==> config.mk <==
export PLATFORM = sky130hd
export DESIGN_NAME = mst_modem_status
export DESIGN_NICKNAME = d
export VERILOG_FILES = /design/src/mst_pkg.sv /design/src/mst_modem_status.sv /design/src/mst_pin_sync.sv
export SDC_FILE = /design/constraint.sdc
export NUM_CORES = 1
export LEC_CHECK = 0
export ABC_AREA = 1
export ABC_CLOCK_PERIOD_IN_PS = 1210
export BUFFER_PORTS_ARGS = -buffer_cell sky130_fd_sc_hd__buf_2
export CORE_MARGIN = 1.5
export CORE_UTILIZATION = 44
export DETAILED_ROUTE_END_ITERATION = 12
export MAX_ROUTING_LAYER = met4
export PLACE_DENSITY = 0.73
export SKIP_LAST_GASP = 1
export SYNTH_ARGS = -nofsm -noshare
export SYNTH_HDL_FRONTEND = slang
export SYNTH_SLANG_ARGS = --single-unit
==> constraint.sdc <==
create_clock -name aclk -period 1.21 [get_ports aclk]
set_input_delay 0.121 -clock aclk [delete_from_list [all_inputs] [get_ports aclk]]
set_output_delay 0.121 -clock aclk [all_outputs]
set_load 0.1 [all_outputs]
==> src/mst_pkg.sv <==
// constants, field layouts and carrier types of the modem status tracking block
//
// Operation
// - bit 7 is inverted carrier pin, or aux two
// - bit 6 is inverted ring pin, or aux one
// - bit 5 is inverted dsr pin, or dtr
// - bit 4 is inverted cts pin, or rts
// - auto flow: cts high halts after character
// - bits 3,1,0 set on any input change
// - bit 2 set only on ring pin rising
// - status read returns contents, then clears deltas
// - any delta bit set raises modem interrupt
// - auto flow alone selects cts automation; auto flow and rts select rts automation
`default_nettype none
package mst_pkg;

  //////////////////////////////////////////////////////////////////////////
  // bus geometry
  localparam int ADDR_W = 4;
  localparam int DATA_W = 32;

  // register byte offsets
  localparam logic [ADDR_W-1:0] OFF_MODEM_STATUS  = 4'h0;
  localparam logic [ADDR_W-1:0] OFF_MODEM_CONTROL = 4'h4;
  localparam logic [ADDR_W-1:0] OFF_IRQ_STATUS    = 4'h8;
  localparam logic [ADDR_W-1:0] OFF_IRQ_MASK      = 4'hC;

  // reset values
  localparam logic [7:0] RST_MODEM_CONTROL = 8'h00;
  localparam logic [3:0] RST_IRQ_STATUS    = 4'h0;
  localparam logic [3:0] RST_IRQ_MASK      = 4'h0;
  localparam logic [3:0] RST_DELTA         = 4'h0;
  localparam logic [3:0] RST_PIN_IDLE      = 4'hF;   // active-low pins idle high

  // status field positions
  localparam int POS_DCD   = 7;
  localparam int POS_RI    = 6;
  localparam int POS_DSR   = 5;
  localparam int POS_CTS   = 4;
  localparam int POS_D_DCD = 3;
  localparam int POS_D_RI  = 2;
  localparam int POS_D_DSR = 1;
  localparam int POS_D_CTS = 0;

  // axi responses
  localparam logic [1:0] RESP_OKAY   = 2'h0;
  localparam logic [1:0] RESP_SLVERR = 2'h2;

  //////////////////////////////////////////////////////////////////////////
  // modem control register layout, bit 7 down to bit 0
  typedef struct packed {
    logic [1:0] reserved;
    logic       auto_flow_enable;   // bit 5
    logic       loopback;           // bit 4
    logic       aux_output_two;     // bit 3
    logic       aux_output_one;     // bit 2
    logic       rts;                // bit 1
    logic       dtr;                // bit 0
  } mst_modem_control_t;

  // modem input lines, raw active-low order dcd, ri, dsr, cts
  typedef struct packed {
    logic dcd_n;
    logic ri_n;
    logic dsr_n;
    logic cts_n;
  } mst_modem_in_t;

endpackage
`default_nettype wire

==> src/mst_modem_status.sv <==
// modem status tracking with axi4-lite register access
//
// Implementation choices: the AXI4-Lite slave port and the register offsets.
`timescale 1ns/100ps
`default_nettype none
module mst_modem_status (
  // clock and reset
  input  wire logic                          aclk,
  input  wire logic                          aresetn,
  // axi4-lite write address
  input  wire logic                          s_axi_awvalid,
  output logic                               s_axi_awready,
  input  wire logic [mst_pkg::ADDR_W-1:0]    s_axi_awaddr,
  // axi4-lite write data
  input  wire logic                          s_axi_wvalid,
  output logic                               s_axi_wready,
  input  wire logic [mst_pkg::DATA_W-1:0]    s_axi_wdata,
  input  wire logic [mst_pkg::DATA_W/8-1:0]  s_axi_wstrb,
  // axi4-lite write response
  output logic                               s_axi_bvalid,
  input  wire logic                          s_axi_bready,
  output logic [1:0]                         s_axi_bresp,
  // axi4-lite read address
  input  wire logic                          s_axi_arvalid,
  output logic                               s_axi_arready,
  input  wire logic [mst_pkg::ADDR_W-1:0]    s_axi_araddr,
  // axi4-lite read data
  output logic                               s_axi_rvalid,
  input  wire logic                          s_axi_rready,
  output logic [mst_pkg::DATA_W-1:0]         s_axi_rdata,
  output logic [1:0]                         s_axi_rresp,
  // modem input pins, active low
  input  wire mst_pkg::mst_modem_in_t        modem_in,
  // modem output pins, active low
  output logic                               rts_n,
  output logic                               dtr_n,
  output logic                               aux_output_one_n,
  output logic                               aux_output_two_n,
  // transmitter and receiver core handshake
  input  wire logic                          tx_busy,
  input  wire logic                          tx_char_done,
  input  wire logic                          rx_above_trigger,
  output logic                               tx_halt,
  // interrupts
  output logic                               modem_irq,
  output logic                               irq
);

  ////////////////////////////////////////////////////////////////////////////
  // pin synchronisation

  logic [3:0] pin_stable;

  // all four modem inputs through the filtered synchroniser
  mst_pin_sync #(
    .WIDTH (4),
    .IDLE  (mst_pkg::RST_PIN_IDLE)
  ) u_pin_sync (
    .aclk       (aclk),
    .aresetn    (aresetn),
    .pin_in     (modem_in),
    .pin_stable (pin_stable)
  );

  ////////////////////////////////////////////////////////////////////////////
  // state

  mst_pkg::mst_modem_control_t modem_control_reg_r;
  logic [3:0]                  delta_r;
  logic [3:0]                  prev_level_r;
  logic [3:0]                  irq_status_r;
  logic [3:0]                  irq_mask_r;
  logic                        tx_halt_r;
  logic                        modem_irq_r;
  logic                        irq_r;
  logic                        rts_n_r;
  logic                        dtr_n_r;
  logic                        aux_one_n_r;
  logic                        aux_two_n_r;

  // bus state
  logic                        awready_r;
  logic                        wready_r;
  logic                        aw_got_r;
  logic                        w_got_r;
  logic [mst_pkg::ADDR_W-1:0]  waddr_r;
  logic [7:0]                  wbyte_r;
  logic                        wlane_r;
  logic                        bvalid_r;
  logic [1:0]                  bresp_r;
  logic                        arready_r;
  logic                        rvalid_r;
  logic [mst_pkg::DATA_W-1:0]  rdata_r;
  logic [1:0]                  rresp_r;

  ////////////////////////////////////////////////////////////////////////////
  // status levels: pins inverted or loopback from control bits

  logic       loop;
  logic [3:0] pin_level;
  logic [3:0] loop_level;
  logic [3:0] cur_level;

  assign loop       = modem_control_reg_r.loopback;
  assign pin_level  = ~pin_stable;
  assign loop_level = {modem_control_reg_r.aux_output_two,
                       modem_control_reg_r.aux_output_one,
                       modem_control_reg_r.dtr,
                       modem_control_reg_r.rts};
  assign cur_level  = loop ? loop_level : pin_level;

  ////////////////////////////////////////////////////////////////////////////
  // change detection; index 3 dcd, 2 ri, 1 dsr, 0 cts

  logic [3:0] change;
  logic [3:0] delta_set;

  assign change    = cur_level ^ prev_level_r;
  assign delta_set = {change[3],
                      prev_level_r[2] & ~cur_level[2],
                      change[1],
                      change[0]};

  ////////////////////////////////////////////////////////////////////////////
  // bus decode

  logic aw_hs;
  logic w_hs;
  logic b_hs;
  logic ar_hs;
  logic r_hs;
  logic do_write;
  logic wr_control;
  logic wr_irq_status;
  logic wr_irq_mask;
  logic wr_mapped;
  logic rd_status;
  logic rd_mapped;

  assign aw_hs         = s_axi_awvalid & awready_r;
  assign w_hs          = s_axi_wvalid & wready_r;
  assign b_hs          = bvalid_r & s_axi_bready;
  assign ar_hs         = s_axi_arvalid & arready_r;
  assign r_hs          = rvalid_r & s_axi_rready;
  assign do_write      = aw_got_r & w_got_r & ~bvalid_r;
  assign wr_control    = do_write & wlane_r & (waddr_r == mst_pkg::OFF_MODEM_CONTROL);
  assign wr_irq_status = do_write & wlane_r & (waddr_r == mst_pkg::OFF_IRQ_STATUS);
  assign wr_irq_mask   = do_write & wlane_r & (waddr_r == mst_pkg::OFF_IRQ_MASK);
  assign wr_mapped     = (waddr_r == mst_pkg::OFF_MODEM_STATUS)
                       | (waddr_r == mst_pkg::OFF_MODEM_CONTROL)
                       | (waddr_r == mst_pkg::OFF_IRQ_STATUS)
                       | (waddr_r == mst_pkg::OFF_IRQ_MASK);
  assign rd_status     = ar_hs & (s_axi_araddr == mst_pkg::OFF_MODEM_STATUS);
  assign rd_mapped     = (s_axi_araddr == mst_pkg::OFF_MODEM_STATUS)
                       | (s_axi_araddr == mst_pkg::OFF_MODEM_CONTROL)
                       | (s_axi_araddr == mst_pkg::OFF_IRQ_STATUS)
                       | (s_axi_araddr == mst_pkg::OFF_IRQ_MASK);

  ////////////////////////////////////////////////////////////////////////////
  // register next values

  logic [7:0]                  status_view;
  logic [3:0]                  delta_nxt;
  logic [3:0]                  irq_status_nxt;
  logic [3:0]                  irq_mask_nxt;
  mst_pkg::mst_modem_control_t control_nxt;
  logic [7:0]                  rd_byte;

  // read returns contents, then clears; a fresh change still lands
  assign status_view    = {cur_level, delta_r};
  assign delta_nxt      = (rd_status ? 4'h0 : delta_r) | delta_set;
  assign irq_status_nxt = (wr_irq_status ? (irq_status_r & ~wbyte_r[3:0])
                                         : irq_status_r) | delta_set;
  assign irq_mask_nxt   = wr_irq_mask ? wbyte_r[3:0] : irq_mask_r;
  assign control_nxt    = wr_control ? {2'h0, wbyte_r[5:0]} : modem_control_reg_r;
  assign rd_byte        = (s_axi_araddr == mst_pkg::OFF_MODEM_STATUS)  ? status_view :
                          (s_axi_araddr == mst_pkg::OFF_MODEM_CONTROL) ? modem_control_reg_r :
                          (s_axi_araddr == mst_pkg::OFF_IRQ_STATUS)    ? {4'h0, irq_status_r} :
                          (s_axi_araddr == mst_pkg::OFF_IRQ_MASK)      ? {4'h0, irq_mask_r} :
                          8'h00;

  ////////////////////////////////////////////////////////////////////////////
  // flow control and modem outputs

  logic auto_cts;
  logic auto_rts;
  logic halt_want;
  logic halt_nxt;

  assign auto_cts  = modem_control_reg_r.auto_flow_enable;
  assign auto_rts  = modem_control_reg_r.auto_flow_enable
                   & modem_control_reg_r.rts;
  assign halt_want = auto_cts & ~cur_level[0];
  // halt only changes between characters
  assign halt_nxt  = (~tx_busy | tx_char_done) ? halt_want : tx_halt_r;

  ////////////////////////////////////////////////////////////////////////////
  // status, control and interrupt registers

  always_ff @(posedge aclk)
  begin
    if (!aresetn)
    begin
      modem_control_reg_r <= mst_pkg::RST_MODEM_CONTROL;
      delta_r             <= mst_pkg::RST_DELTA;
      prev_level_r        <= mst_pkg::RST_DELTA;
      irq_status_r        <= mst_pkg::RST_IRQ_STATUS;
      irq_mask_r          <= mst_pkg::RST_IRQ_MASK;
      modem_irq_r         <= 1'b0;
      irq_r               <= 1'b0;
      tx_halt_r           <= 1'b0;
    end
    else
    begin
      modem_control_reg_r <= control_nxt;
      delta_r             <= delta_nxt;
      prev_level_r        <= cur_level;
      irq_status_r        <= irq_status_nxt;
      irq_mask_r          <= irq_mask_nxt;
      modem_irq_r         <= |delta_nxt;
      irq_r               <= |(irq_status_nxt & irq_mask_nxt);
      tx_halt_r           <= halt_nxt;
    end
  end

  // modem outputs, held inactive in loopback
  always_ff @(posedge aclk)
  begin
    if (!aresetn)
    begin
      rts_n_r     <= 1'b1;
      dtr_n_r     <= 1'b1;
      aux_one_n_r <= 1'b1;
      aux_two_n_r <= 1'b1;
    end
    else
    begin
      rts_n_r     <= control_nxt.loopback | (auto_rts ? rx_above_trigger
                                                      : ~control_nxt.rts);
      dtr_n_r     <= control_nxt.loopback | ~control_nxt.dtr;
      aux_one_n_r <= control_nxt.loopback | ~control_nxt.aux_output_one;
      aux_two_n_r <= control_nxt.loopback | ~control_nxt.aux_output_two;
    end
  end

  ////////////////////////////////////////////////////////////////////////////
  // axi4-lite write channel

  always_ff @(posedge aclk)
  begin
    if (!aresetn)
    begin
      awready_r <= 1'b1;
      wready_r  <= 1'b1;
      aw_got_r  <= 1'b0;
      w_got_r   <= 1'b0;
      waddr_r   <= '0;
      wbyte_r   <= 8'h00;
      wlane_r   <= 1'b0;
      bvalid_r  <= 1'b0;
      bresp_r   <= mst_pkg::RESP_OKAY;
    end
    else
    begin
      awready_r <= aw_hs ? 1'b0 : (b_hs ? 1'b1 : awready_r);
      wready_r  <= w_hs ? 1'b0 : (b_hs ? 1'b1 : wready_r);
      aw_got_r  <= aw_hs | (aw_got_r & ~do_write);
      w_got_r   <= w_hs | (w_got_r & ~do_write);
      waddr_r   <= aw_hs ? s_axi_awaddr : waddr_r;
      wbyte_r   <= w_hs ? s_axi_wdata[7:0] : wbyte_r;
      wlane_r   <= w_hs ? s_axi_wstrb[0] : wlane_r;
      bvalid_r  <= do_write | (bvalid_r & ~s_axi_bready);
      bresp_r   <= do_write ? (wr_mapped ? mst_pkg::RESP_OKAY : mst_pkg::RESP_SLVERR)
                            : bresp_r;
    end
  end

  ////////////////////////////////////////////////////////////////////////////
  // axi4-lite read channel

  always_ff @(posedge aclk)
  begin
    if (!aresetn)
    begin
      arready_r <= 1'b1;
      rvalid_r  <= 1'b0;
      rdata_r   <= '0;
      rresp_r   <= mst_pkg::RESP_OKAY;
    end
    else
    begin
      arready_r <= ar_hs ? 1'b0 : (r_hs ? 1'b1 : arready_r);
      rvalid_r  <= ar_hs | (rvalid_r & ~s_axi_rready);
      rdata_r   <= ar_hs ? {24'h000000, rd_byte} : rdata_r;
      rresp_r   <= ar_hs ? (rd_mapped ? mst_pkg::RESP_OKAY : mst_pkg::RESP_SLVERR)
                         : rresp_r;
    end
  end

  ////////////////////////////////////////////////////////////////////////////
  // outputs straight from flip-flops

  assign s_axi_awready    = awready_r;
  assign s_axi_wready     = wready_r;
  assign s_axi_bvalid     = bvalid_r;
  assign s_axi_bresp      = bresp_r;
  assign s_axi_arready    = arready_r;
  assign s_axi_rvalid     = rvalid_r;
  assign s_axi_rdata      = rdata_r;
  assign s_axi_rresp      = rresp_r;
  assign rts_n            = rts_n_r;
  assign dtr_n            = dtr_n_r;
  assign aux_output_one_n = aux_one_n_r;
  assign aux_output_two_n = aux_two_n_r;
  assign tx_halt          = tx_halt_r;
  assign modem_irq        = modem_irq_r;
  assign irq              = irq_r;

endmodule
`default_nettype wire

==> src/mst_pin_sync.sv <==
// three-stage synchroniser with agreement filter for asynchronous pins
`timescale 1ns/100ps
`default_nettype none
module mst_pin_sync #(
  parameter int          WIDTH = 4,
  parameter logic [WIDTH-1:0] IDLE = '1
) (
  // clock and reset
  input  wire logic             aclk,
  input  wire logic             aresetn,
  // pins and filtered result
  input  wire logic [WIDTH-1:0] pin_in,
  output logic      [WIDTH-1:0] pin_stable
);

  logic [WIDTH-1:0] meta_r;
  logic [WIDTH-1:0] sync_r;
  logic [WIDTH-1:0] late_r;
  logic [WIDTH-1:0] stable_r;
  logic [WIDTH-1:0] stable_nxt;

  // a bit moves only once second and third stages agree
  assign stable_nxt = (sync_r & late_r) | (stable_r & (sync_r | late_r));
  assign pin_stable = stable_r;

  // synchroniser chain, first stage read only by second
  always_ff @(posedge aclk)
  begin
    if (!aresetn)
    begin
      meta_r   <= IDLE;
      sync_r   <= IDLE;
      late_r   <= IDLE;
      stable_r <= IDLE;
    end
    else
    begin
      meta_r   <= pin_in;
      sync_r   <= meta_r;
      late_r   <= sync_r;
      stable_r <= stable_nxt;
    end
  end

endmodule
`default_nettype wire

==> out/metrics.cfg, run 1 <==
[timing]
hold_viol = 0
rsz0062_at_grt = true
finalSetupViolations = 9
max_freq_mhz = 740
fin_tns_setup_ps = -540
period_minus_slack_ps = 1350
slew_violations = 0
layout_setup_ws_ps = -142
period_share_pct = 112
finalClockSkew_ps = 8.68
timing.hold.ws_ps = 17.0

[placement]
preCtsSetupSlack_ps = -149
portBuffers = 50
hpwl_microns = 4390
place_congestion = 0.815

[logic_synthesis]
syn_inst = 369
yosys.area.top_type = dfxtp_1
synth_top_area_share_pct = 49.7
yosysMostFrequentCell = dfxtp_1
yosysWarnings = 0
syn_avg_cell_area_sq_um = 7.98
synth_edf_count = 0
synthTopCellsByCount = 73 x dfxtp_1, 60 x nand2_1, 44 x inv_1, 33 x nor2_1, 32 x a21oi_1
seq_area_frac_synth_pct = 49.7
async_flop_share_pct = 0
ys_ff_latch = 73
syn_area_sq_mm = 0.00294
synth_flop_cell = dfxtp_1
synth.area.top_cells = dfxtp_1 50%, nand2_1 7.7%, buf_4 6.6%
synthDistinctLibCells = 29

[hold_path]
hold_end = rts_n
min_path_cells = 3
hold_path.class = in -> reg
hp-start = rx_above_trigger

[outcome]
outcome = finished, violations left
violations = design-rule violations, negative setup slack

[drt]
vias = 2580
wl_microns = 6520
wl_per_cell_microns = 11.8
drtIter0Drc = 148
drtAntennaViolNets = 0
via_per_inst = 4.67
drc = 6
drtPass1Iterations = 12

[layout]
final_layout_size_suffix_gt1_share_pct = 39.8
fillers = 526
area_delta_synth_final_pct = 39.7
fin_util_pct = 64.0
n_antenna_cell = 0
nets = 528

[cts]
cts-htree-levels = 3
cts-root-buf = clkbuf_8
path_clk_slew_ps = 70
cts_tree = done
cts.sinks = 73
numCtsBuffers = 9
clock_path_buffers = 2
clk_latency_ps = 350

[grt]
grt_max_degree = 45
antenna_found_initial = 0
overflow = 0
grt_pass1_vias = 2353
grt_pass1_wl_microns = 10200
grt_usage_pct = 18.8

[worst_setup_path]
cp-end-kind = flip-flop
rr_endpoint = irq
critPathArrivalTime_ps = 1590
ff2ff_setup_slack_ps = -140
critPathMaxFanout = 7
worst_r2r_path_depth = 10
cp_data_required_time_ps = 1450
critPathLaunchType = flip-flop
reg2reg_from = s_axi_bvalid
criticalPathCategory = reg -> reg

[pwr]
total_leakage_power_uw = 0.00180
peakVddDrop_uv = 899
power.density_mw_per_mm2 = 1370

[floorplanning]
coreArea_sq_mm = 0.00642
fp-row-count = 29
ios = 106
initial_core_util_pct = 45.8
die_y_microns = 84.8
die_w_microns = 84.8
die_area_sq_mm = 0.00719

[job]
cap_viol_max_count = 0

## worst max path at each step
stage               slack, ps  cells after the start  endpoint         start
detailed placement       -150                      9       irq          loop
finish                   -140                     10       irq  s_axi_bvalid
CTS                      -110                      8     rts_n    waddr_r[0]
global route             -230                     10       irq  s_axi_bvalid
floorplan                -170                     10       irq  s_axi_bvalid
global placement         -140                     10       irq    waddr_r[1]
## per-layer routing
| metal | wire, microns | part of all wire, % | GRT usage [%] |
|---|---|---|---|
| met5 | 0 | 0 | - |
| met1 | 2950 | 45 | 23.0 |
| met3 | 362 | 5.6 | 4.13 |
| met2 | 3070 | 47 | 30.2 |
| met4 | 136 | 2.1 | 7.60 |
## per-stage QoR
stage,std cells,power (uW),cell area (sq um)
2_1_floorplan,394,3390,3100
3_3_place_gp,521,3530,3560
3_5_place_dp,521,3540,3560
4_1_cts,547,5620,3960
5_1_grt,552,5850,4110
6_report,552,5630,4110
## final cells by class
cell class	count	area (sq um)	area share [%]
sequential	73	1500	36.4
inverter	45	171	4.17
clock inverter	5	80.1	1.95
clock buffer	11	131	3.20
multi-input combinational	242	1360	33.0
timing repair buffer	99	777	18.9
tap	77	96.3	2.34
## placed cells by master, fill, tap and decap left out, types with 2 or more instances in the layout
cell            n
buf_6           5
a21oi_1        29
buf_12          6
a32o_1          2
conb_1         26
buf_2          28
o22ai_1         4
o21ai_1         4
inv_4           2
o21a_1          2
clkbuf_8        9
a31oi_1         2
nand2_2        10
nor2_4          2
nand3_2         5
o21ai_0        25
bufinv_16       2
a22oi_1         4
or2_2          12
dfxtp_4         5
clkbuf_1        2
dfxtp_2        14
dlygate4sd3_1   4
inv_1          37
buf_4          55
a21oi_2         3
nor2_1         31
o21ai_4         5
dfxtp_1        54
xnor2_1         2
nand2_1        49
nand3_1         8
nand2_4         4
o21ai_2         6
inv_2           6
nor2_2          2
## worst max-delay path, cell delays in order, from the launching register on
cell and delay (ps):
dfxtp_4 360, inv_4 50, nand3_4 110, nor2_8 210
nand2_4 110, nand2_1 90, o21ai_2 60, nand2_1 70
nand2_1 40, nor2_1 100, nor2_1 40
## state kept, by name, summed over array words and instances, names as in the netlist, 4 cells and up
| name | flops |
|---|---|
| delta_r | 4 |
| irq_mask_r | 4 |
| irq_status_r | 4 |
| loop_level | 4 |
| prev_level_r | 4 |
| s_axi_rdata | 8 |
| u_pin_sync.late_r | 4 |
| u_pin_sync.meta_r | 4 |
| u_pin_sync.pin_stable | 4 |
| u_pin_sync.sync_r | 4 |
| waddr_r | 4 |
| wbyte_r | 6 |
## logic make-up after synthesis
group | share of synthesized area [%]
simple gates | 19.3
xor+xnor | 0.893
compound gates | 16.2
buf+inv | 13.7
flops | 49.7
other cells | 0.127
## report_power, final
part           internal, uW  switching [uW]  leakage, uW
sequential             2490            64.5     0.000604
clock                  1160             893     0.000108
combinational           251             774      0.00109
## timing repair
| action | CTS | global route |
|---|---|---|
| setup buffers | 5 | 5 |
| hold buffers | 4 | 0 |
| cloned | 1 | 1 |
| pin swaps | 11 | 16 |
| endpoints found under the setup margin | 25 | 26 |
| gates resized for setup | 33 | 38 |
| endpoints found under the hold margin | 4 | 0 |
Power figures use the tool's default switching activity.
==> run 2, diff against run 1 <==
- CORE_MARGIN: 1.5 -> not set
- CORE_UTILIZATION: 44 -> 40
- PLACE_DENSITY: 0.73 -> 0.67
- SETUP_SLACK_MARGIN: not set -> 0.1
==> run 2 against run 1 <==
The flow finishes with violations (negative setup slack). Routed wire length up 0.48%. Die area up 7.2%. Worst hold slack worse by 1.7 ps. First-iteration DRC count down 8.8%. Register-to-register slack worse by 20 ps. Clock power down 11%. Highest routed layer unchanged. Critical endpoint is now rts_n. Clock skew about the same.
==> out/metrics.cfg, run 2 (synthesized netlist as in run 1, its figures left out) <==
[pwr]
finalPower_uw = 5400
peakVddDrop_uv = 666
total_leakage_power_uw = 0.00180
power.density_mw_per_mm2 = 1300

[layout]
design_area_sq_mm = 0.00416
final_layout_size_suffix_gt1_share_pct = 40.6
layout_common_cells = 53 x dfxtp_1, 49 x nand2_1, 37 x inv_1
largest_reg_flops = 8
n_antenna_cell = 0
nets = 519
fillers = 599
fin_util_pct = 60.0
area_delta_synth_final_pct = 41.5
final_common_cell = dfxtp_1

[hold_path]
hold_path.class = in -> reg

[drt]
vias = 2545
drc = 0
drtPass1Iterations = 5
drtAntennaViolNets = 0
drtIter0Drc = 135
wl_per_cell_microns = 11.7
via_per_inst = 4.53
wl_microns = 6550

[floorplanning]
fp-row-count = 30
coreArea_sq_mm = 0.00694
die_y_microns = 87.8
ios = 106
die_w_microns = 87.8
die_area_sq_mm = 0.00770
initial_core_util_pct = 42.4

[grt]
grt_pass1_wl_microns = 10400
antenna_found_initial = 0
overflow = 0
grt_pass1_vias = 2310
grt_max_degree = 45
grt_usage_pct = 18.7

[cts]
cts_tree = done
cts-htree-levels = 3
path_clk_slew_ps = 80
cts-root-buf = clkbuf_8
numCtsBuffers = 9
clk_latency_ps = 360
cts.sinks = 73
clock_path_buffers = 2

[timing]
finalClockSkew_ps = 8.84
layout_setup_ws_ps = -158
max_freq_mhz = 731
period_minus_slack_ps = 1370
slew_violations = 0
period_share_pct = 113
hold_viol = 0
rsz0062_at_grt = true
finalSetupViolations = 11

[worst_setup_path]
critPathMaxFanout = 5
criticalPathCategory = reg -> reg
critPathLaunchType = flip-flop
cp-end-kind = flip-flop
cp_data_required_time_ps = 1440
critPathArrivalTime_ps = 1600

[placement]
place_congestion = 0.793
dpl_cell_area_sq_mm = 0.00360
portBuffers = 50
hpwl_microns = 4410
preCtsSetupSlack_ps = -160

[job]
cap_viol_max_count = 0

[outcome]
outcome = finished, violations left
violations = negative setup slack

run 2: cell types whose count changed in the layout (fill, tap and decap cells not counted), sizes merged:
cell / delta
buf: -8
clkinvlp: +1
bufinv: -2
clkbuf: -1
clkinv: +2
inv: -1
run 2: per-layer routing:
layer	track usage, %	up-vias	share of wire, %
met5	-	-	0
met4	7.60	0	2.2
met3	4.81	16	4.2
met2	28.5	72	48
met1	23.5	1140	45
li1	-	1317	-
run 2: worst max-delay path, cell delays in order, from the launching register on:
cell     delay [ps]
dfxtp_2         320
inv_2            70
nand2_4          70
nor3_4          230
nand2_4         140
o21ai_4         160
nand2_1          70
o21ai_1          90
nand3_1          90
run 2: per-stage QoR:
stage | hold slack, ps | instances | setup TNS, ps
2_1_floorplan | 228 | 394 | -880
4_1_cts | 4.04 | 557 | -433
3_3_place_gp | 307 | 532 | -620
5_1_grt | 25.0 | 562 | -2030
3_5_place_dp | 310 | 532 | -729
6_report | 15.3 | 562 | -814
run 2: final timing paths:
kind	start	end	slack (ps)	depth (start not counted)
max	waddr_r[1]	rts_n	-160	8
min	s_axi_rready	s_axi_rvalid	20	4
max reg2reg	waddr_r[1]	rts_n	-160	8
min reg2reg	u_pin_sync.meta_r[0]	u_pin_sync.sync_r[0]	420	1
run 2: area by class of cell:
cell class              count  area, sq um  share of cell area (%)
inverters                  45          171                    4.12
repair buffers             90          772                    18.5
multi-input cells         242         1410                    33.9
clock buffers              11          153                    3.67
flip-flops and latches     73         1500                    36.0
well taps                  96          120                    2.88
clock inverters             5         38.8                   0.931
run 2: report_power, final:
group | switching, uW | leakage [uW] | internal [uW]
Combinational | 763 | 0.00110 | 249
Clock | 952 | 0.0000946 | 876
Sequential | 68.0 | 0.000604 | 2490
run 2: repair_timing:
| action | CTS | global route |
|---|---|---|
| cloned | 2 | 0 |
| pin swaps | 6 | 12 |
| buffers inserted | 4 | 5 |
| endpoints found under the hold margin | 4 | 0 |
| resized for setup | 44 | 37 |
| hold buffers | 4 | 0 |
| endpoints found under the setup margin | 40 | 39 |
